<file path="config.mk">
export PLATFORM = sky130hd
export DESIGN_NAME = qitb_top
export DESIGN_NICKNAME = d
export VERILOG_FILES = /design/src/include/qitb_pkg.sv /design/src/verilog/qitb_top.sv /design/src/verilog/qitb_prescale.sv /design/src/verilog/qitb_timer.sv
export SDC_FILE = /design/constraint.sdc
export NUM_CORES = 1
export LEC_CHECK = 0
export BUFFER_PORTS_ARGS = -buffer_cell sky130_fd_sc_hd__buf_2
export CELL_PAD_IN_SITES_DETAIL_PLACEMENT = 1
export CELL_PAD_IN_SITES_GLOBAL_PLACEMENT = 2
export CORE_MARGIN = 2
export CORE_UTILIZATION = 35
export DETAILED_ROUTE_END_ITERATION = 6
export HOLD_SLACK_MARGIN = 0.12
export MAX_ROUTING_LAYER = met4
export PLACE_DENSITY_LB_ADDON = 0.1
export RECOVER_POWER = 50
export SLEW_MARGIN = 20
export SYNTH_ARGS = -nofsm -noshare
export SYNTH_HDL_FRONTEND = slang
export SYNTH_HIERARCHICAL = 1
export SYNTH_SLANG_ARGS = --single-unit
</file>
<file path="constraint.sdc">
create_clock -name clk_sys -period 2.34 [get_ports clk_sys]
set_clock_uncertainty 0.1 [all_clocks]
set_input_delay 0.117 -clock clk_sys [delete_from_list [all_inputs] [get_ports clk_sys]]
set_output_delay 0.117 -clock clk_sys [all_outputs]
set_load 0.005 [all_outputs]
</file>
<file path="src/include/qitb_pkg.sv">
// Purpose: shared constants and carrier types of the quad interval timer bank
// Assumes: 50 MHz system clock, byte-addressed register window with 32-bit data
// Notes: offsets are byte addresses inside the timer window
package qitb_pkg;

  // ****************************************************************
  // clocking
  // ****************************************************************
  localparam int unsigned CLK_HZ = 50_000_000;
  localparam int unsigned BASE_TICK_HZ = 2_000_000;
  localparam int unsigned BASE_DIV = CLK_HZ / BASE_TICK_HZ;
  localparam int unsigned RATE_STEPS = 4;

  // ****************************************************************
  // timer geometry
  // ****************************************************************
  localparam int unsigned NUM_TIMERS = 4;
  localparam int unsigned SHORT_W = 16;
  localparam int unsigned LONG_W = 32;
  localparam int unsigned NUM_SHORT = 2;

  // ****************************************************************
  // register offsets
  // ****************************************************************
  localparam logic [7:0] OFS_CTRL = 8'h00;
  localparam logic [7:0] OFS_LATCH_MODE = 8'h04;
  localparam logic [7:0] OFS_LOAD_PAIR = 8'h10;
  localparam logic [7:0] OFS_LOAD_THIRD = 8'h14;
  localparam logic [7:0] OFS_LOAD_FOURTH = 8'h18;
  localparam logic [7:0] OFS_CUR_PAIR = 8'h20;
  localparam logic [7:0] OFS_CUR_THIRD = 8'h24;
  localparam logic [7:0] OFS_CUR_FOURTH = 8'h28;
  localparam logic [7:0] OFS_CLR_FIRST = 8'h30;
  localparam logic [7:0] OFS_CLR_SECOND = 8'h34;
  localparam logic [7:0] OFS_CLR_THIRD = 8'h38;
  localparam logic [7:0] OFS_CLR_FOURTH = 8'h3c;

  // ****************************************************************
  // control field layout, one byte per timer
  // ****************************************************************
  localparam int unsigned CTRL_STRIDE = 8;
  localparam int unsigned POS_CAUSE = 0;
  localparam int unsigned POS_ENABLE = 1;
  localparam int unsigned POS_IRQ_EN = 2;
  localparam int unsigned POS_RATE = 3;
  localparam int unsigned POS_LATCH_ALL = 0;

  // ****************************************************************
  // reset values
  // ****************************************************************
  localparam logic [31:0] RST_CTRL = 32'h0000_0000;
  localparam logic [31:0] RST_LATCH_MODE = 32'h0000_0000;
  localparam logic [31:0] RST_LOAD = 32'h0000_0000;

  // ****************************************************************
  // register port carriers
  // ****************************************************************
  typedef struct packed {
    logic wr;
    logic rd;
    logic [7:0] addr;
    logic [3:0] be;
    logic [31:0] wdata;
  } qitb_req_t;

  typedef struct packed {
    logic valid;
    logic [31:0] data;
  } qitb_rsp_t;

endpackage

</file>
<file path="src/verilog/qitb_top.sv">
// Purpose: four interval timers with control, load, count and clear registers
// Assumes: one request per cycle on the register port, single clock domain
// Notes: read answers arrive one cycle after the request
`timescale 1ns/1ps

module qitb_top (
  // clock and reset
  input wire logic clk_sys,
  input wire logic reset,
  // register port
  input wire qitb_pkg::qitb_req_t req,
  output qitb_pkg::qitb_rsp_t rsp,
  // interrupt
  output logic irq
);

  localparam int unsigned NT = qitb_pkg::NUM_TIMERS;

  // ****************************************************************
  // state
  // ****************************************************************
  typedef struct packed {
    logic [31:0] ctrl;
    logic [31:0] latch_mode;
    logic [NT-1:0][31:0] load;
    logic [NT-1:0][31:0] latched;
    logic [NT-1:0] load_stb;
    qitb_pkg::qitb_rsp_t rsp;
    logic irq;
  } qitb_top_st_t;

  qitb_top_st_t st_ff;
  qitb_top_st_t nxt_st;

  logic [qitb_pkg::RATE_STEPS-1:0] rate_tick;
  logic [NT-1:0][31:0] live;
  logic [NT-1:0] tc;
  logic [NT-1:0] tmr_tick;

  // ****************************************************************
  // helpers
  // ****************************************************************
  function automatic int unsigned bit_of(input int unsigned t, input int unsigned pos);
    bit_of = t * qitb_pkg::CTRL_STRIDE + pos;
  endfunction

  function automatic logic [31:0] merge(input logic [31:0] old, input logic [31:0] wd,
                                        input logic [3:0] be);
    logic [31:0] r;
    r = old;
    for (int b = 0; b < 4; b++) begin
      if (be[b]) begin
        r[b*8 +: 8] = wd[b*8 +: 8];
      end
    end
    merge = r;
  endfunction

  function automatic logic [1:0] rate_of(input logic [31:0] c, input int unsigned t);
    rate_of = c[bit_of(t, qitb_pkg::POS_RATE) +: 2];
  endfunction

  // ****************************************************************
  // tick generation and timers
  // ****************************************************************
  qitb_prescale #(
    .DIV(qitb_pkg::BASE_DIV)
  ) u_prescale (
    .clk_sys(clk_sys),
    .reset(reset),
    .tick(rate_tick)
  );

  for (genvar i = 0; i < NT; i++) begin : g_tmr
    // first pair short, second pair long
    localparam int unsigned W = (i < qitb_pkg::NUM_SHORT) ? qitb_pkg::SHORT_W : qitb_pkg::LONG_W;
    logic [W-1:0] cnt;
    assign tmr_tick[i] = rate_tick[rate_of(st_ff.ctrl, i)];
    qitb_timer #(
      .W(W)
    ) u_timer (
      .clk_sys(clk_sys),
      .reset(reset),
      .tick(tmr_tick[i]),
      .enable(st_ff.ctrl[bit_of(i, qitb_pkg::POS_ENABLE)]),
      .load_stb(st_ff.load_stb[i]),
      .load_val(st_ff.load[i][W-1:0]),
      .count(cnt),
      .tc(tc[i])
    );
    assign live[i] = 32'(cnt);
  end

  // ****************************************************************
  // register access and flags
  // ****************************************************************
  always_comb begin
    logic all_mode;
    logic [31:0] wctrl;
    logic [31:0] wpair;
    all_mode = 1'b0;
    wctrl = 32'h0000_0000;
    wpair = 32'h0000_0000;
    nxt_st = st_ff;
    nxt_st.load_stb = '0;
    nxt_st.rsp = '0;
    all_mode = st_ff.latch_mode[qitb_pkg::POS_LATCH_ALL];

    if (req.wr) begin
      unique case (req.addr)
        qitb_pkg::OFS_CTRL: begin
          wctrl = merge(st_ff.ctrl, req.wdata, req.be);
          // cause flags can only be cleared by software, never set
          for (int t = 0; t < NT; t++) begin
            wctrl[bit_of(t, qitb_pkg::POS_CAUSE)] = st_ff.ctrl[bit_of(t, qitb_pkg::POS_CAUSE)] &
              wctrl[bit_of(t, qitb_pkg::POS_CAUSE)];
          end
          nxt_st.ctrl = wctrl;
        end
        qitb_pkg::OFS_LATCH_MODE: begin
          nxt_st.latch_mode = merge(st_ff.latch_mode, req.wdata, req.be);
        end
        qitb_pkg::OFS_LOAD_PAIR: begin
          // the two halves live in one word; each half strobes its own timer
          wpair = merge({st_ff.load[1][15:0], st_ff.load[0][15:0]}, req.wdata, req.be);
          nxt_st.load[0] = {16'h0000, wpair[15:0]};
          nxt_st.load[1] = {16'h0000, wpair[31:16]};
          nxt_st.load_stb[0] = |req.be[1:0];
          nxt_st.load_stb[1] = |req.be[3:2];
        end
        qitb_pkg::OFS_LOAD_THIRD: begin
          nxt_st.load[2] = merge(st_ff.load[2], req.wdata, req.be);
          nxt_st.load_stb[2] = |req.be;
        end
        qitb_pkg::OFS_LOAD_FOURTH: begin
          nxt_st.load[3] = merge(st_ff.load[3], req.wdata, req.be);
          nxt_st.load_stb[3] = |req.be;
        end
        qitb_pkg::OFS_CLR_FIRST: begin
          nxt_st.ctrl[bit_of(0, qitb_pkg::POS_CAUSE)] = 1'b0;
        end
        qitb_pkg::OFS_CLR_SECOND: begin
          nxt_st.ctrl[bit_of(1, qitb_pkg::POS_CAUSE)] = 1'b0;
        end
        qitb_pkg::OFS_CLR_THIRD: begin
          nxt_st.ctrl[bit_of(2, qitb_pkg::POS_CAUSE)] = 1'b0;
        end
        qitb_pkg::OFS_CLR_FOURTH: begin
          nxt_st.ctrl[bit_of(3, qitb_pkg::POS_CAUSE)] = 1'b0;
        end
        // count registers ignore writes, unmapped writes vanish
        default: begin
        end
      endcase
    end

    if (req.rd) begin
      nxt_st.rsp.valid = 1'b1;
      unique case (req.addr)
        qitb_pkg::OFS_CTRL: begin
          nxt_st.rsp.data = st_ff.ctrl;
        end
        qitb_pkg::OFS_LATCH_MODE: begin
          nxt_st.rsp.data = st_ff.latch_mode;
        end
        qitb_pkg::OFS_LOAD_PAIR: begin
          nxt_st.rsp.data = {st_ff.load[1][15:0], st_ff.load[0][15:0]};
        end
        qitb_pkg::OFS_LOAD_THIRD: begin
          nxt_st.rsp.data = st_ff.load[2];
        end
        qitb_pkg::OFS_LOAD_FOURTH: begin
          nxt_st.rsp.data = st_ff.load[3];
        end
        qitb_pkg::OFS_CUR_PAIR: begin
          nxt_st.latched[0] = live[0];
          nxt_st.latched[1] = live[1];
          if (all_mode) begin
            nxt_st.latched[2] = live[2];
            nxt_st.latched[3] = live[3];
          end
          nxt_st.rsp.data = {live[1][15:0], live[0][15:0]};
        end
        qitb_pkg::OFS_CUR_THIRD: begin
          if (all_mode) begin
            nxt_st.rsp.data = st_ff.latched[2];
          end else begin
            nxt_st.latched[2] = live[2];
            nxt_st.rsp.data = live[2];
          end
        end
        qitb_pkg::OFS_CUR_FOURTH: begin
          if (all_mode) begin
            nxt_st.rsp.data = st_ff.latched[3];
          end else begin
            nxt_st.latched[3] = live[3];
            nxt_st.rsp.data = live[3];
          end
        end
        // clear registers are write only and read back as zero
        default: begin
          nxt_st.rsp.data = 32'h0000_0000;
        end
      endcase
    end

    // applied after software clears, so a timeout in the clearing cycle survives
    for (int t = 0; t < NT; t++) begin
      if (tc[t] & st_ff.ctrl[bit_of(t, qitb_pkg::POS_IRQ_EN)]) begin
        nxt_st.ctrl[bit_of(t, qitb_pkg::POS_CAUSE)] = 1'b1;
      end
    end

    nxt_st.irq = 1'b0;
    for (int t = 0; t < NT; t++) begin
      nxt_st.irq = nxt_st.irq | (nxt_st.ctrl[bit_of(t, qitb_pkg::POS_CAUSE)] &
                                 nxt_st.ctrl[bit_of(t, qitb_pkg::POS_IRQ_EN)]);
    end
  end

  always_ff @(posedge clk_sys) begin
    if (reset) begin
      st_ff <= '0;
      st_ff.ctrl <= qitb_pkg::RST_CTRL;
      st_ff.latch_mode <= qitb_pkg::RST_LATCH_MODE;
      st_ff.load <= {NT{qitb_pkg::RST_LOAD}};
    end else begin
      st_ff <= nxt_st;
    end
  end

  assign rsp = st_ff.rsp;
  assign irq = st_ff.irq;

endmodule // qitb_top

</file>
<file path="src/verilog/qitb_prescale.sv">
// Purpose: rate tick generator for the timer bank
// Assumes: system clock an integer multiple of the base tick rate
// Notes: tick[k] pulses one cycle at base rate divided by 2**k
`timescale 1ns/1ps
module qitb_prescale #(
  parameter int unsigned DIV = qitb_pkg::BASE_DIV
) (
  // clock and reset
  input wire logic clk_sys,
  input wire logic reset,
  // rate ticks
  output logic [qitb_pkg::RATE_STEPS-1:0] tick
);

  typedef struct packed {
    logic [7:0] base_cnt;
    logic [qitb_pkg::RATE_STEPS-2:0] div;
    logic [qitb_pkg::RATE_STEPS-1:0] tick;
  } qitb_pre_st_t;

  qitb_pre_st_t st_ff;
  qitb_pre_st_t nxt_st;

  always_comb begin
    logic wrap;
    logic [7:0] low_mask;
    wrap = 1'b0;
    low_mask = 8'h00;
    nxt_st = st_ff;
    nxt_st.tick = '0;
    wrap = (st_ff.base_cnt == 8'(DIV - 1));
    if (wrap) begin
      nxt_st.base_cnt = 8'h00;
      nxt_st.div = st_ff.div + 1'b1;
    end else begin
      nxt_st.base_cnt = st_ff.base_cnt + 8'h01;
    end
    // all slower ticks coincide with a base tick, so rates stay phase aligned
    nxt_st.tick[0] = wrap;
    for (int k = 1; k < qitb_pkg::RATE_STEPS; k++) begin
      // mask instead of a variable part-select of the divider
      low_mask = 8'((1 << k) - 1);
      nxt_st.tick[k] = wrap & ((8'(st_ff.div) & low_mask) == low_mask);
    end
  end

  always_ff @(posedge clk_sys) begin
    if (reset) begin
      st_ff <= '0;
    end else begin
      st_ff <= nxt_st;
    end
  end

  assign tick = st_ff.tick;

endmodule // qitb_prescale

</file>
<file path="src/verilog/qitb_timer.sv">
// Purpose: one down-counting interval timer with auto reload
// Assumes: tick is a one-cycle pulse marking the timer clock rising edge
// Notes: a load request waits for the next tick, enabled or not
`timescale 1ns/1ps
module qitb_timer #(
  parameter int unsigned W = qitb_pkg::LONG_W
) (
  // clock and reset
  input wire logic clk_sys,
  input wire logic reset,
  // control
  input wire logic tick,
  input wire logic enable,
  input wire logic load_stb,
  input wire logic [W-1:0] load_val,
  // status
  output logic [W-1:0] count,
  output logic tc
);

  typedef struct packed {
    logic [W-1:0] count;
    logic pend;
    logic tc;
  } qitb_tmr_st_t;

  qitb_tmr_st_t st_ff;
  qitb_tmr_st_t nxt_st;

  always_comb begin
    nxt_st = st_ff;
    nxt_st.tc = 1'b0;
    if (load_stb) begin
      nxt_st.pend = 1'b1;
    end
    if (tick) begin
      if (st_ff.pend | load_stb) begin
        nxt_st.count = load_val;
        nxt_st.pend = 1'b0;
      end else if (enable) begin
        // a count of one or less reloads on the tick instead of stepping to zero, so the period equals the load value
        if (st_ff.count <= W'(1)) begin
          nxt_st.count = load_val;
          nxt_st.tc = 1'b1;
        end else begin
          nxt_st.count = st_ff.count - W'(1);
        end
      end
    end
  end

  always_ff @(posedge clk_sys) begin
    if (reset) begin
      st_ff <= '0;
    end else begin
      st_ff <= nxt_st;
    end
  end

  assign count = st_ff.count;
  assign tc = st_ff.tc;

endmodule // qitb_timer

</file>
# Word level (Yosys, flattened, before mapping)
# Index checks and enable logic that the tools add are counted.
[op_classes]
add_sub_neg = 6
magnitude_cmp = 8
eq_ne = 19
muxes = 96
bitwise = 35
reduce_logical = 45
[ops]
columns = ["cell", "count"]
rows = [
  ["$mux W32", 11],
  ["$pmux W32 S8", 1],
  ["$mux W8", 28],
  ["$mux W187", 1],
  ["$pmux W32 S2", 2],
  ["$mux W16", 6],
  ["$reduce_and A3 Y1", 22],
  ["$le A32 B1 Y1 const B", 2],
  ["$mux W64", 1],
  ["$sub A32 B1 Y32 const B", 2],
  ["$eq A8 B6 Y1 const B", 7],
  ["$mux W48", 1],
  ["$mux W33", 1],
  ["$eq A8 B5 Y1 const B", 4],
  ["$le A16 B1 Y1 const B", 2],
  ["$sub A16 B1 Y16 const B", 2],
  ["$mux W1", 28],
  ["$mux W7", 3],
  ["$reduce_or A4 Y1", 5],
  ["$and A1 B1 Y1", 15],
  ["$not A1 Y1", 13],
  ["$lt A2 B3 Y1 const B", 4],
  ["$ne A3 B3 Y1 const B", 4],
  ["$reduce_bool A2 Y1", 6],
  ["14 further kinds", 38],
]
[word_totals]
ff_bits = 381
input_bits = 48
word_cells = 253

# Longest topological paths before layout
[depth]
ltp_word = 11
depth_mapped = 10

# Modules after synthesis
# The synthesis kept the hierarchy.
[modules_own_cells]
columns = ["module", "instances", "cells_each", "area_each_um2", "seq_area_each_um2"]
rows = [
  ["qitb_top", 1, 1360, 11705.0, 5245.0],
  ["qitb_timer (g_tmr[2].u_timer ...)", 2, 328, 2590.0, 680.7],
  ["qitb_timer (g_tmr[0].u_timer ...)", 2, 163, 1226.2, 360.3],
  ["qitb_prescale", 1, 69, 645.6, 300.3],
]

# Worst setup path after synthesis
# No wires, ideal clock.
[synth_timing]
kind = "flip-flop to flip-flop"
startpoint = "reg g_tmr[2].u_timer.st_ff (netlist bit g_tmr[2].u_timer/count[8])"
endpoint = "reg g_tmr[2].u_timer.st_ff (netlist bit g_tmr[2].u_timer/count[23])"
setup_time_ns = 0.117
t_arrival_ns = 2.131
setup_slack_ns = -0.008
path_stages_with_launch = 9
n_path_buf = 2
path_cell_list = "dfxtp_1 > buf_2 > or3_1 > nor4_1 > and4_1 > buf_4 > nor2_2 > mux2_4 > a32o_1"
[synth_between]
elab_chain_len = 4
[synth_lines]
columns = ["item", "line", "rtl"]
rows = [
  ["start, declared", "qitb_timer.sv:27", "qitb_tmr_st_t st_ff;"],
  ["start signal, assigned", "qitb_timer.sv:56", "st_ff <= nxt_st;"],
  ["$sub A32 B1 Y32 / $le A32 B1 Y1 (equally long branches)", "qitb_timer.sv:46, qitb_timer.sv:42", ""],
  ["$mux W32 *", "qitb_timer.sv:42", "if (st_ff.count <= W'(1)) begin"],
  ["$mux W32 *", "qitb_timer.sv:40", "end else if (enable) begin"],
  ["$mux W32 *", "qitb_timer.sv:37", "if (st_ff.pend | load_stb) begin"],
]
# Mark *: on every way between the ends. The rest lies on a longest branch, timed or not. The select of a mux whose other input is x is not followed.
# A chain may end at the register's enable or synchronous reset.

# Worst setup path in the final report
[layout_timing]
startpoint = "reg g_tmr[2].u_timer.st_ff (netlist bit g_tmr[2].u_timer/count[23])"
endpoint = "reg g_tmr[2].u_timer.st_ff (netlist bit g_tmr[2].u_timer/count[23])"
# The elaborated chain is that of the path after synthesis.

==> metrics.csv <==
metric,value,unit
outcome,"complete, but fails checks",
failing checks,setup timing,
min Tclk post-route,2382,ps
P&R area growth vs syn,24.39,%
CTS buffer count,47,
post-route insts no fill,3409,
vias per cell,5.720,
DP Cell Count,3253,
"Cell Area, Placed",22020,um^2
Core Footprint,56390,um^2
ys flop type,dfxtp_1,
register area,7642,um^2
Sw Pwr,4.691,mW
final wirelength,85960,um
"Seq/Total Area, Yosys",0.3817,
"critical path, cell by cell","or4_4, nor4_4, and4_4, nor2_4, mux2_4, a32o_1",
Min-Delay Path Depth,6,
Critical Path RT,2730,ps
worst slew pin tran,870.5,ps
Final #Nets,2673,
Worst-path clk slew,60,ps
Reg2Reg Launch Point,g_tmr[2].u_timer/count[23]$_SDFFE_PP0P_,
Setup-failing EPs final,3,
share of cells above drive strength 1,0.2321,
Synth cell types,89,
Setup WS post-layout,-41.85,ps
drt first pass iters,7,
WL/cell,25.22,um
initial antenna violation count,6,
largest net degree at the start of global routing,103,
clock sinks,381,
Hold Crit Start,req[41],
R2R cell count,6,
routability cong.,0.9154,
Tot Pwr,17.25,mW
vias in the first global route,19910,
Post-synth EDFFs,0,
Clock power frac,0.456,
fin util,0.4408,
io pins,82,
leakage,9.127,nW
Fmax achieved,419.8,MHz
number of max-cap violations,0,
Clock Root Buffer,clkbuf_16,
Die Y,242.9,um
Cell Int Power,12.56,mW
1st-iter DRT viols,1605,
H-tree depth,2,
post-synthesis cell count,2411,
Yosys warnings,6,
most frequent cells in the layout,"373 x dfxtp_1, 303 x nand2_1, 274 x buf_4",
syn nets,2471,
DRC Markers,0,
Max Transition Viols Final,0,
Worst Hold Class,input pin to flip-flop,
VDD IR max,0.5177,mV
Die X-Extent,242.9,um
DP HPWL,63980,um
final global-route overflow total,0,
"Slowest-stage cell, CP",or4_4,
multi-input logic area,10980,um^2
Startpoint Class,flip-flop,
setup TNS,-54.55,ps
post-route antenna net violation count,0,
Filler Cell Count,6714,
clock latency on the worst-skew pair,600,ps
first-pass GRT wire length,128800,um
overall die area,59020,um^2
worst hold slack,185.6,ps
"commonest non-fill, non-tap cell in the layout",dfxtp_1,
"Async S/R FF share, synth",0,
Final Cell Area,24860,um^2
WS Path Type,flip-flop to flip-flop,
Comb power frac,0.165,
Switching Share,0.2719,
TritonCTS clock tree,done,
port bufs,81,
Crit path largest cell delay,560,ps
Hold Path End,st_ff[209]$_SDFFE_PP0P_,
Cell Rows,87,
power density over the cells,694.0,nW/um^2
Max Root-Sink Buffers,3,
Rel. slew slack,0.4185,
Crit. End Element,flip-flop,
Crit Path Max Fanout,6,
synthesized area per cell,8.288,um^2
Final Hold Viols,0,
Initial Util,0.3544,
R2R Setup Slk,-40,ps
overall routing resource usage,0.2943,
dpl ws,-140.0,ps
Synth Register Bits,381,
reg2reg end,g_tmr[2].u_timer/count[23]$_SDFFE_PP0P_,
RSZ-0062 raised after global routing,true,
WP data arrival,2770,ps
routed via count,19500,
period utilization,1.018,
mapped cell area,19980,um^2
Seq pwr share,0.379,
-- kinds of logic after synthesis --
family | Yosys count | synth area share
muxes | 167 | 0.08785
and+or+nand+nor | 872 | 0.2221
buffers and inverters | 318 | 0.09311
adders and majority gates | 12 | 0.007513
xor gates and xnor gates | 9 | 0.003944
AOI/OAI and AO/OA | 652 | 0.2038
DFF | 381 | 0.3817
-- cells in the mapped netlist (all sizes together), types with 15 or more instances --
cell type  number  area share
dfxtp         381        0.38
nand2         312       0.059
a21oi         237       0.059
nor2          218       0.045
buf           206       0.072
o21ai         149       0.038
mux2i         148       0.074
clkbuf         87       0.016
nor3           77       0.020
nand3          58       0.015
nor4           56       0.024
a31oi          46       0.014
a22oi          40       0.015
or3            28      0.0093
inv            25      0.0047
a222oi         22       0.011
or4            18      0.0075
a211oi         17      0.0069
nand4          16      0.0059
mux2           15      0.0092
o22ai          15      0.0047
-- registers in the layout, indices dropped and copies added (netlist names) --
register	count
u_prescale/st_ff	11
st_ff	228
g_tmr.u_timer/tc	4
rsp	33
g_tmr.u_timer/count	96
irq	1
g_tmr.u_timer/st_ff	4
u_prescale/tick	4
-- per-layer routing --
layer  track usage  up-vias  share of wire
met5             -        -              0
met3       0.04423      130          0.052
li1              -     9061              -
met2        0.4492      523           0.45
met1        0.3997     9784           0.47
met4       0.09293        0          0.029
-- worst max-delay path: cells and delay by family (launching register included) --
family	cells	cell delay [ps]
simple gates	4	1340
flops	1	320
mux	1	310
compound gates	1	200
-- how the worst max path moves through the flow --
stage	from	to	slack, ps
2_1_floorplan	g_tmr[2].u_timer/count[20]$_SDFFE_PP0P_	g_tmr[2].u_timer/count[23]$_SDFFE_PP0P_	-1
3_3_place_gp	g_tmr[2].u_timer/count[20]$_SDFFE_PP0P_	g_tmr[2].u_timer/count[30]$_SDFFE_PP0P_	-120
3_5_place_dp	g_tmr[3].u_timer/count[0]$_SDFFE_PP0P_	g_tmr[3].u_timer/count[11]$_SDFFE_PP0P_	-140
4_1_cts	g_tmr[0].u_timer/count[10]$_SDFFE_PP0P_	g_tmr[0].u_timer/count[15]$_SDFFE_PP0P_	-40
5_1_grt	g_tmr[2].u_timer/count[4]$_SDFFE_PP0P_	g_tmr[2].u_timer/count[29]$_SDFFE_PP0P_	-90
6_report	g_tmr[2].u_timer/count[23]$_SDFFE_PP0P_	g_tmr[2].u_timer/count[23]$_SDFFE_PP0P_	-40
-- final cells by class --
type | count | share of cell area
repair buffers | 446 | 0.1425
inverters | 25 | 0.003775
clock buffers | 70 | 0.05693
flip-flops and latches | 381 | 0.3074
multi-input cells | 1712 | 0.4417
clock inverters | 16 | 0.009312
diodes | 3 | 0.0003020
well taps | 756 | 0.03805
-- power groups by stage --
stage	registers [mW]	clock network (mW)	logic, mW
2_1_floorplan	6.69	0	1.36
3_3_place_gp	6.68	0	2.31
3_5_place_dp	6.68	0	2.34
4_1_cts	6.54	8.01	2.52
5_1_grt	6.54	8.27	3.01
6_report	6.54	7.87	2.84
-- repair_timing --
| action | 4_1_cts | 5_1_grt |
|---|---|---|
| hold buffers | 54 | 0 |
| gates cloned | 0 | 2 |
| setup endpoints to repair | 62 | 84 |
| resized for setup | 42 | 95 |
| endpoints found under the hold margin | 243 | 0 |
| setup buffers | 3 | 9 |
| pin swaps | 10 | 43 |
(Power assumes the default switching activity.)
